## config.mk

```make
export PLATFORM = sky130hd
export DESIGN_NAME = dpm_port_ctrl
export DESIGN_NICKNAME = d
export VERILOG_FILES = /design/src/dpm_pkg.sv /design/src/dpm_port_ctrl.sv
export SDC_FILE = /design/constraint.sdc
export NUM_CORES = 1
export LEC_CHECK = 0
export ABC_AREA = 1
export BUFFER_PORTS_ARGS = -buffer_cell sky130_fd_sc_hd__buf_2
export CAP_MARGIN = 20
export CORE_ASPECT_RATIO = 0.7
export CORE_MARGIN = 2
export CORE_UTILIZATION = 47
export DETAILED_ROUTE_END_ITERATION = 10
export GPL_ROUTABILITY_DRIVEN = 0
export PLACE_DENSITY_LB_ADDON = 0.15
export SETUP_SLACK_MARGIN = 0.2
export SKIP_LAST_GASP = 1
export SLEW_MARGIN = 20
export SYNTH_ARGS = -nofsm -noshare
export SYNTH_HDL_FRONTEND = slang
export SYNTH_SLANG_ARGS = --single-unit
```

## constraint.sdc

```tcl
create_clock -name i_ref_clk -period 2.1 [get_ports i_ref_clk]
set_input_delay 0.105 -clock i_ref_clk [delete_from_list [all_inputs] [get_ports i_ref_clk]]
set_output_delay 0.105 -clock i_ref_clk [all_outputs]
set_load 0.02 [all_outputs]
```

## src/dpm_pkg.sv

```systemverilog
// package with constants for the dual-port memory port controller
// Overview of operation
// - right read of 3FFF clears right flag
// - unused interrupts leave mailboxes plain storage
// - stand-alone slave busy inputs held high
// - hold address valid before write pulse
// - one master per address range when widening
// - cascaded busy indications combined with AND
// - flag access: chip select high, flag select low
// - request with zero, release with one
package dpm_pkg;
  localparam int ADDR_W = 14;
  localparam int DATA_W = 16;
  localparam logic [13:0] LEFT_MBOX_ADDR  = 14'h3FFE;
  localparam logic [13:0] RIGHT_MBOX_ADDR = 14'h3FFF;
  localparam int FLAG_SEL_W = 3;
  // cycles address and select stand before the strobe falls
  localparam int SETUP_CYC  = 1;
  localparam int STROBE_CYC = 2;
  localparam int SAMPLE_CYC = 1; // strobe cycle on which read data is caught
  localparam logic [1:0] CMD_MEM_READ  = 2'h0;
  localparam logic [1:0] CMD_MEM_WRITE = 2'h1;
  localparam logic [1:0] CMD_FLAG_READ  = 2'h2;
  localparam logic [1:0] CMD_FLAG_WRITE = 2'h3;
  typedef enum logic [1:0] {
    ST_IDLE   = 2'b00,
    ST_SETUP  = 2'b01,
    ST_STROBE = 2'b10,
    ST_DONE   = 2'b11
  } dpm_state_type;
endpackage

```

## src/dpm_port_ctrl.sv

```systemverilog
// controller that drives one port of the dual-port memory
`timescale 1ns/1ps
module dpm_port_ctrl
  import dpm_pkg::*;
#(
  parameter int P_ADDR_W = ADDR_W,
  parameter int P_DATA_W = DATA_W
) (
  input  wire logic                i_ref_clk,
  input  wire logic                i_rstn,
  input  wire logic                i_req_valid,
  input  wire logic [1:0]          i_req_cmd,
  input  wire logic [P_ADDR_W-1:0] i_req_addr,
  input  wire logic [P_DATA_W-1:0] i_req_wdata,
  input  wire logic                i_mbox_addr_own,
  output logic                     o_req_ready,
  output logic                     o_rsp_valid,
  output logic [P_DATA_W-1:0]      o_rsp_rdata,
  output logic                     o_rsp_busy_seen,
  output logic                     o_irq,
  output logic                     o_chip_sel_n,
  output logic                     o_flag_space_select_n,
  output logic                     o_rw_n,
  output logic                     o_out_en_n,
  output logic                     o_upper_byte_sel_n,
  output logic                     o_lower_byte_sel_n,
  output logic [P_ADDR_W-1:0]      o_addr,
  output logic [P_DATA_W-1:0]      o_data_out,
  output logic                     o_data_oe,
  input  wire logic [P_DATA_W-1:0] i_data_in,
  input  wire logic                i_mailbox_irq_n,
  input  wire logic                i_conflict_n
);
  // elaboration-time checks of what the sequencer can serve
  initial begin
    if (P_ADDR_W != ADDR_W || P_DATA_W != DATA_W) begin
      $error("port widths must match the memory");
    end
    // the strobe counter is two bits wide
    if (STROBE_CYC < 1 || STROBE_CYC > 4) begin
      $error("strobe length out of counter range");
    end
    // read data is caught inside the strobe
    if (SAMPLE_CYC >= STROBE_CYC) begin
      $error("sample cycle outside the strobe");
    end
    // the state machine holds exactly one setup cycle
    if (SETUP_CYC != 1) begin
      $error("setup length not supported");
    end
  end

  dpm_state_type st_q;
  dpm_state_type st_d;
  logic [1:0]          cmd_q;
  logic [P_ADDR_W-1:0] addr_q;
  logic [P_DATA_W-1:0] wdata_q;
  logic [P_DATA_W-1:0] rdata_q;
  logic [1:0]          cnt_q;
  logic                busy_q;
  logic                rsp_q;

  // command decode
  wire is_write = cmd_q[0];
  wire is_flag  = cmd_q[1];
  wire active   = (st_q == ST_SETUP) || (st_q == ST_STROBE);
  wire strobing = (st_q == ST_STROBE);
  wire take     = (st_q == ST_IDLE) && i_req_valid;
  wire cnt_end  = (cnt_q == 2'(STROBE_CYC - 1));

  // semaphore access: memory select high, flag select low
  assign o_chip_sel_n          = !(active && !is_flag);
  assign o_flag_space_select_n = !(active && is_flag);
  // write strobe falls only after one setup cycle
  assign o_rw_n      = !(strobing && is_write);
  assign o_out_en_n  = !(strobing && !is_write);
  assign o_upper_byte_sel_n = !(active && !is_flag);
  assign o_lower_byte_sel_n = !active;
  assign o_addr      = addr_q;
  // flag writes carry the value on bit zero
  // zero requests a flag, one releases it
  assign o_data_out  = wdata_q;
  assign o_data_oe   = !(active && is_write); // low while driving
  assign o_req_ready = (st_q == ST_IDLE);
  assign o_rsp_valid = rsp_q;
  assign o_rsp_rdata = rdata_q;
  assign o_rsp_busy_seen = busy_q;
  // interrupt reported only when mailbox use enabled
  assign o_irq = i_mbox_addr_own && !i_mailbox_irq_n;

  // next-state selection
  always_comb begin
    st_d = st_q;
    unique case (st_q)
      ST_IDLE:   if (i_req_valid) st_d = ST_SETUP;
      ST_SETUP:  st_d = ST_STROBE;
      ST_STROBE: if (cnt_end) st_d = ST_DONE;
      ST_DONE:   st_d = ST_IDLE;
    endcase
  end

  // request capture and sequencing
  always_ff @(posedge i_ref_clk) begin
    if (!i_rstn) begin
      st_q    <= ST_IDLE;
      cmd_q   <= CMD_MEM_READ;
      addr_q  <= '0;
      wdata_q <= '0;
      cnt_q   <= '0;
    end else begin
      st_q <= st_d;
      if (take) begin
        cmd_q   <= i_req_cmd;
        addr_q  <= i_req_addr;
        wdata_q <= i_req_wdata;
      end
      cnt_q <= strobing ? cnt_q + 2'd1 : 2'd0;
    end
  end

  // fixed-length access, no wait on flags
  // read of own mailbox acknowledges the interrupt
  always_ff @(posedge i_ref_clk) begin
    if (!i_rstn) begin
      rdata_q <= '0;
      busy_q  <= 1'b0;
      rsp_q   <= 1'b0;
    end else begin
      rsp_q <= (st_q == ST_STROBE) && cnt_end;
      if (strobing && !is_write && cnt_q == 2'(SAMPLE_CYC)) begin
        rdata_q <= i_data_in;
      end
      // note a collision seen during the access
      // pin is the array's combined busy
      if (take) begin
        busy_q <= 1'b0;
      end else if (active && !i_conflict_n) begin
        busy_q <= 1'b1;
      end
    end
  end
endmodule

```

Word-level counts from Yosys, hierarchy flattened
Cells that the tools add are included.

word-level totals
  word-level logic and storage cells = 44
  bits in registers = 54
  input port bits = 54
  output and inout port bits = 57

operators by class
  mux-type cells = 3
  add/sub/neg operators = 1
  reductions and logical operators = 25
  eq/ne operators = 6
  bitwise logic cells = 1

operator list
  cell                                                                      count
  1-bit logical AND                                                         10
  1-bit logical NOT                                                         10
  2-bit case mux with 4 select lines                                        1
  2-bit by 1-bit == test with 1-bit output (second input constant)          2
  2-bit == test (second input constant)                                     2
  2-bit two-way mux                                                         2
  2-bit AND reduction                                                       2
  2-bit by 1-bit adder with 2-bit output (second input constant)            1
  2-bit logical NOT                                                         1
  2-bit by 1-bit inequality test with 1-bit output (second input constant)  1
  2-bit inequality test (second input constant)                             1
  2-bit OR reduction                                                        1
  1-bit logical OR                                                          1
  1-bit inverter                                                            1

Logic depth before layout (Yosys ltp)
  depth in word-level cells = 4
  depth in mapped cells = 7
  gate-level depth less buffers = 7

Worst setup path after synthesis
OpenSTA, ideal clock, no wires.

  path type = flip-flop to output port
  start = register st_q[1]
  end = output o_upper_byte_sel_n
  stages on the path, launching flop included = 6
  data required time = 1995 ps
  buffers on the path = 1
  slack = 674 ps
  arrival = 1321 ps
  path through = dfxtp_1 -> inv_1 -> ha_1 -> inv_1 -> or2_2 -> buf_4

on the way
  cells in the longest elaborated chain, start to end = 4
  elaborated cells on any way between the ends = 5
  those cells by class = eq/ne (2); reduce/logical (3)

RTL lines
  item                                                                       line                  source
  start, declared                                                            dpm_port_ctrl.sv:53   dpm_state_type st_q;
  start signal, assigned                                                     dpm_port_ctrl.sv:111  st_q <= st_d;
  2-bit by 1-bit == test with 1-bit output or 2-bit == test (tied branches)  dpm_port_ctrl.sv:66   wire active = (st_q == ST_SETUP) || (st_q == ST_STROBE);
  1-bit logical OR (*)                                                       dpm_port_ctrl.sv:66
  1-bit logical AND (*)                                                      -
  1-bit logical NOT (*)                                                      -
  end, declared                                                              dpm_port_ctrl.sv:25   output logic o_upper_byte_sel_n,

Mark *: on every way between the ends. The rest lies on a longest branch, timed or not.

Worst setup path in the final report
  start = register st_q[1]
  end = output o_upper_byte_sel_n

on the way
  cells in the longest elaborated chain, start to end = 4
  elaborated cells on any way between the ends = 5
  those cells by class = eq/ne (2); reduce/logical (3)

RTL lines
  item                                                                       line                 source
  2-bit by 1-bit == test with 1-bit output or 2-bit == test (tied branches)  dpm_port_ctrl.sv:66
  1-bit logical OR (*)                                                       dpm_port_ctrl.sv:66
  1-bit logical AND (*)                                                      dpm_port_ctrl.sv:77  assign o_upper_byte_sel_n = !(active && !is_flag);
  1-bit logical NOT (*)                                                      dpm_port_ctrl.sv:77

Marked as above.

==> impl_results.md <==
* Result of the run: finished clean
* Setup total negative slack at 0 ns
* Final number of hold-violating endpoints at 0
* Kind of cell adding the most delay to the critical path: flip-flops
* Achievable frequency at 595.3 MHz
* Layout overhead on the synthesized area at 31.44%
* Post-DR vias/cell at 4.410
* Net count of the finished layout at 442
* Total track usage at 17.34%
* DR WL/cell at 9.823 um
* Hold-critical path endpoint: o_rsp_rdata[6]
* Reg power frac at 42.5%
* Fin. max-slew vios at 0
* Wire length of the first global-routing pass at 6948 um
* CTS H-tree lvls at 2
* Cell type with the highest occurrence count on the critical path: inv_1
* Cell count of the worst reg-to-reg path at 6
* Clock transition at the registers of the reported paths at 0.09 ns
* Final setup fails at 0
* Quantity of hold-fixing buffers added after cts at 0
* Static leakage at 1.471 nW
* Hold Path Depth at 3
* Resized cells post-CTS at 0
* DRC violation total after the first TritonRoute iteration at 60
* Peak ir drop on the vdd network at 1.047 mV
* Signal arrival time at the worst endpoint at 1.57 ns
* Source of the worst hold timing path: i_data_in[6]
* DP Area at 2608 um^2
* Number of antenna violations at the first check in global routing at 0
* Sequential cell area at 1081 um^2
* CP Class: reg -> out
* Delay of the slowest cell on the worst path at 0.36 ns
* Remaining max-slew budget at the tightest pin at 65.37%
* Pwr Total at 3.140 mW
* Clock sink count at 54
* Antenna diode count at 0
* Total CTS buffers at 5
* I/O pin count at 111
* Multi-input combinational cell area at 790.8 um^2
* Share of layout cells above drive strength 1 at 32.12%
* Comb power frac at 39.5%
* Synthesized area per cell at 7.333 um^2
* Number of setup buffers added after CTS at 0
* Number of warnings printed during yosys synthesis at 0
* Largest clock skew in the final design at 0.002954 ns
* Total of flip-flops plus latches after synthesis at 54
* Startpoint of the lowest-slack register-to-register path: st_q[0]
* P_int at 1.915 mW
* Critical path, cell by cell: inv_1 > ha_1 > inv_1 > or2_2 > buf_2
* Required time of the worst setup path at 2.00 ns
* Hold Worst Slack at 0.03031 ns
* Distinct cell type count after synthesis at 17
* Area of the core region at 4279 um^2
* Critical path buffer and inverter count at 3
* Sequential element share of the synthesized area at 52.65%
* Reg-to-reg critical path endpoint: o_rsp_rdata[7]
* Netlist area before placement at 2053 um^2
* Most used cells in the layout excluding fill and tap cells: 110 x buf_2, 101 x nor2_1, 54 x dfxtp_1, 41 x nand2_1, 27 x o21ai_0
* Buffer cell driving the clock tree root: clkbuf_8
* Std cell rows at 20
* Transition time at the pin with the least slew margin at 0.5195 ns
* Number of global-route vias before repair at 1609
* Setup repair after global routing missed its margin: no
* Worst Hold Class: in -> reg
* Final critical delay including setup and external delays at 1.680 ns
* Worst setup path startpoint: st_q[1]
* Number of input and output port buffers inserted at 110
* Total via count in the routed design at 1945
* Switching component of the power at 1.225 mW
* Most frequent standard cell in the layout excluding fill and tap cells: buf_2
* Number of buffers on the longest clock path at 2
* Area of all placed cells without fillers at 2699 um^2
* Antenna viol nets, final at 0
* Max stage delay cell, worst path: dfxtp_1
* Post-DP HPWL at 3205 um
* Gate count after technology mapping at 280
* Final cycle utilization of the critical path at 80.00%
* Net count after synthesis at 337
* Clock share of power at 18.1%
* Worst setup EP type: output port
* Type of origin of the critical path: register
* Flop2flop setup slack at 0.69 ns
* Maximum number of pins on one net before global-route repair at 35
* Starting density of the core at 47.98%
* DRT Wirelength at 4332 um
* Drt drc at 0
* Cell taking the most area after synthesis: dfxtp_1
* Layout fillers at 419
* Fraction of power spent switching nets at 39.01%
* TritonCTS clock tree: yes
* Clock Latency Late Sink at 0.29 ns
* Power per cell area at 1163 nW/um^2
* Height of the chip at 59.30 um
* Cells taking the most area after synthesis: dfxtp_1 53%, nor2_1 18%, nand2_1 7.5%, o21ai_0 6.6%, inv_1 4.4%
* Full die area at 4922 um^2
* Largest fanout on the critical path at 4
* Number of iterations in the first detailed-routing pass at 4
* Die Width at 83 um
* Top cell type's share of synthesized area at 52.65%
* Global route total overflow at 0
* Number of violations of the max-capacitance limit at 0
-- worst max-delay path by stage --
stage	endpoint	slack [ns]	cells after the start
global placement	o_rsp_rdata[8]	0.77	5
global route	o_chip_sel_n	0.34	5
CTS	o_upper_byte_sel_n	0.42	5
finish	o_upper_byte_sel_n	0.42	5
detailed placement	o_rsp_rdata[7]	0.70	6
floorplan	o_upper_byte_sel_n	0.67	5
-- flip-flops by register name, indices dropped and copies added (netlist names) --
| register | count |
|---|---|
| o_data_out | 16 |
| o_rsp_rdata | 16 |
| o_addr | 14 |
| cmd_q | 2 |
| cnt_q | 2 |
| st_q | 2 |
| o_rsp_busy_seen | 1 |
| o_rsp_valid | 1 |
-- cells in the mapped netlist --
master,count
nor2_1,101
a21oi_1,3
nand3_1,1
or2_2,1
buf_2,7
inv_1,24
nand3_4,1
inv_2,1
ha_1,3
o21ai_0,27
buf_4,2
nand2_1,41
dfxtp_1,54
buf_6,2
nand2_2,1
clkbuf_1,4
o21ai_1,7
-- routing by layer --
| metal | wire, um | vias to the layer above | track usage (%) |
|---|---|---|---|
| met4 | 19 | 0 | 3.513 |
| met2 | 2022 | 56 | 30.53 |
| li1 | - | 1056 | - |
| met1 | 2029 | 831 | 21.79 |
| met3 | 260 | 2 | 4.875 |
| met5 | 0 | - | 0 |
-- cell type report --
cell class	count	area share, %
flip-flops and latches	54	40.06
repair buffers	113	21.23
inverters	25	3.477
clock inverters	1	0.1854
multi-input cells	186	29.30
clock buffers	7	3.199
well taps	55	2.550
-- cells by family after synthesis --
kind of cell             Yosys count  synth area share [%]
AO/OA/AOI/OAI                     37                 9.019
adder cells (fa/ha/maj)            3                 1.828
buffers and inverters             40                 8.835
flip-flops                        54                 52.65
AND/OR/NAND/NOR                  146                 27.67
-- tightest hold or removal path: cells and delay by family --
family	cells	cell delay [ns]
buffers and inverters	1	0.08
and+or+nand+nor	2	0.11
-- per-stage QoR --
step | setup WS, ns | util (%) | cells
detailed placement | 0.6988 | 60.94 | 433
global placement | 0.7718 | 60.94 | 433
finish | 0.4201 | 63.07 | 441
floorplan | 0.6739 | - | 280
CTS | 0.4167 | 63.07 | 441
global route | 0.3443 | 63.07 | 441
-- power by group through the flow --
stage	combinational, mW	clock (mW)	sequential [mW]
floorplan	0.664	0	1.58
global placement	1.23	0	1.36
detailed placement	1.25	0	1.35
CTS	1.25	0.586	1.33
global route	1.38	0.638	1.36
finish	1.24	0.567	1.33
Power figures use the tool's default switching activity.
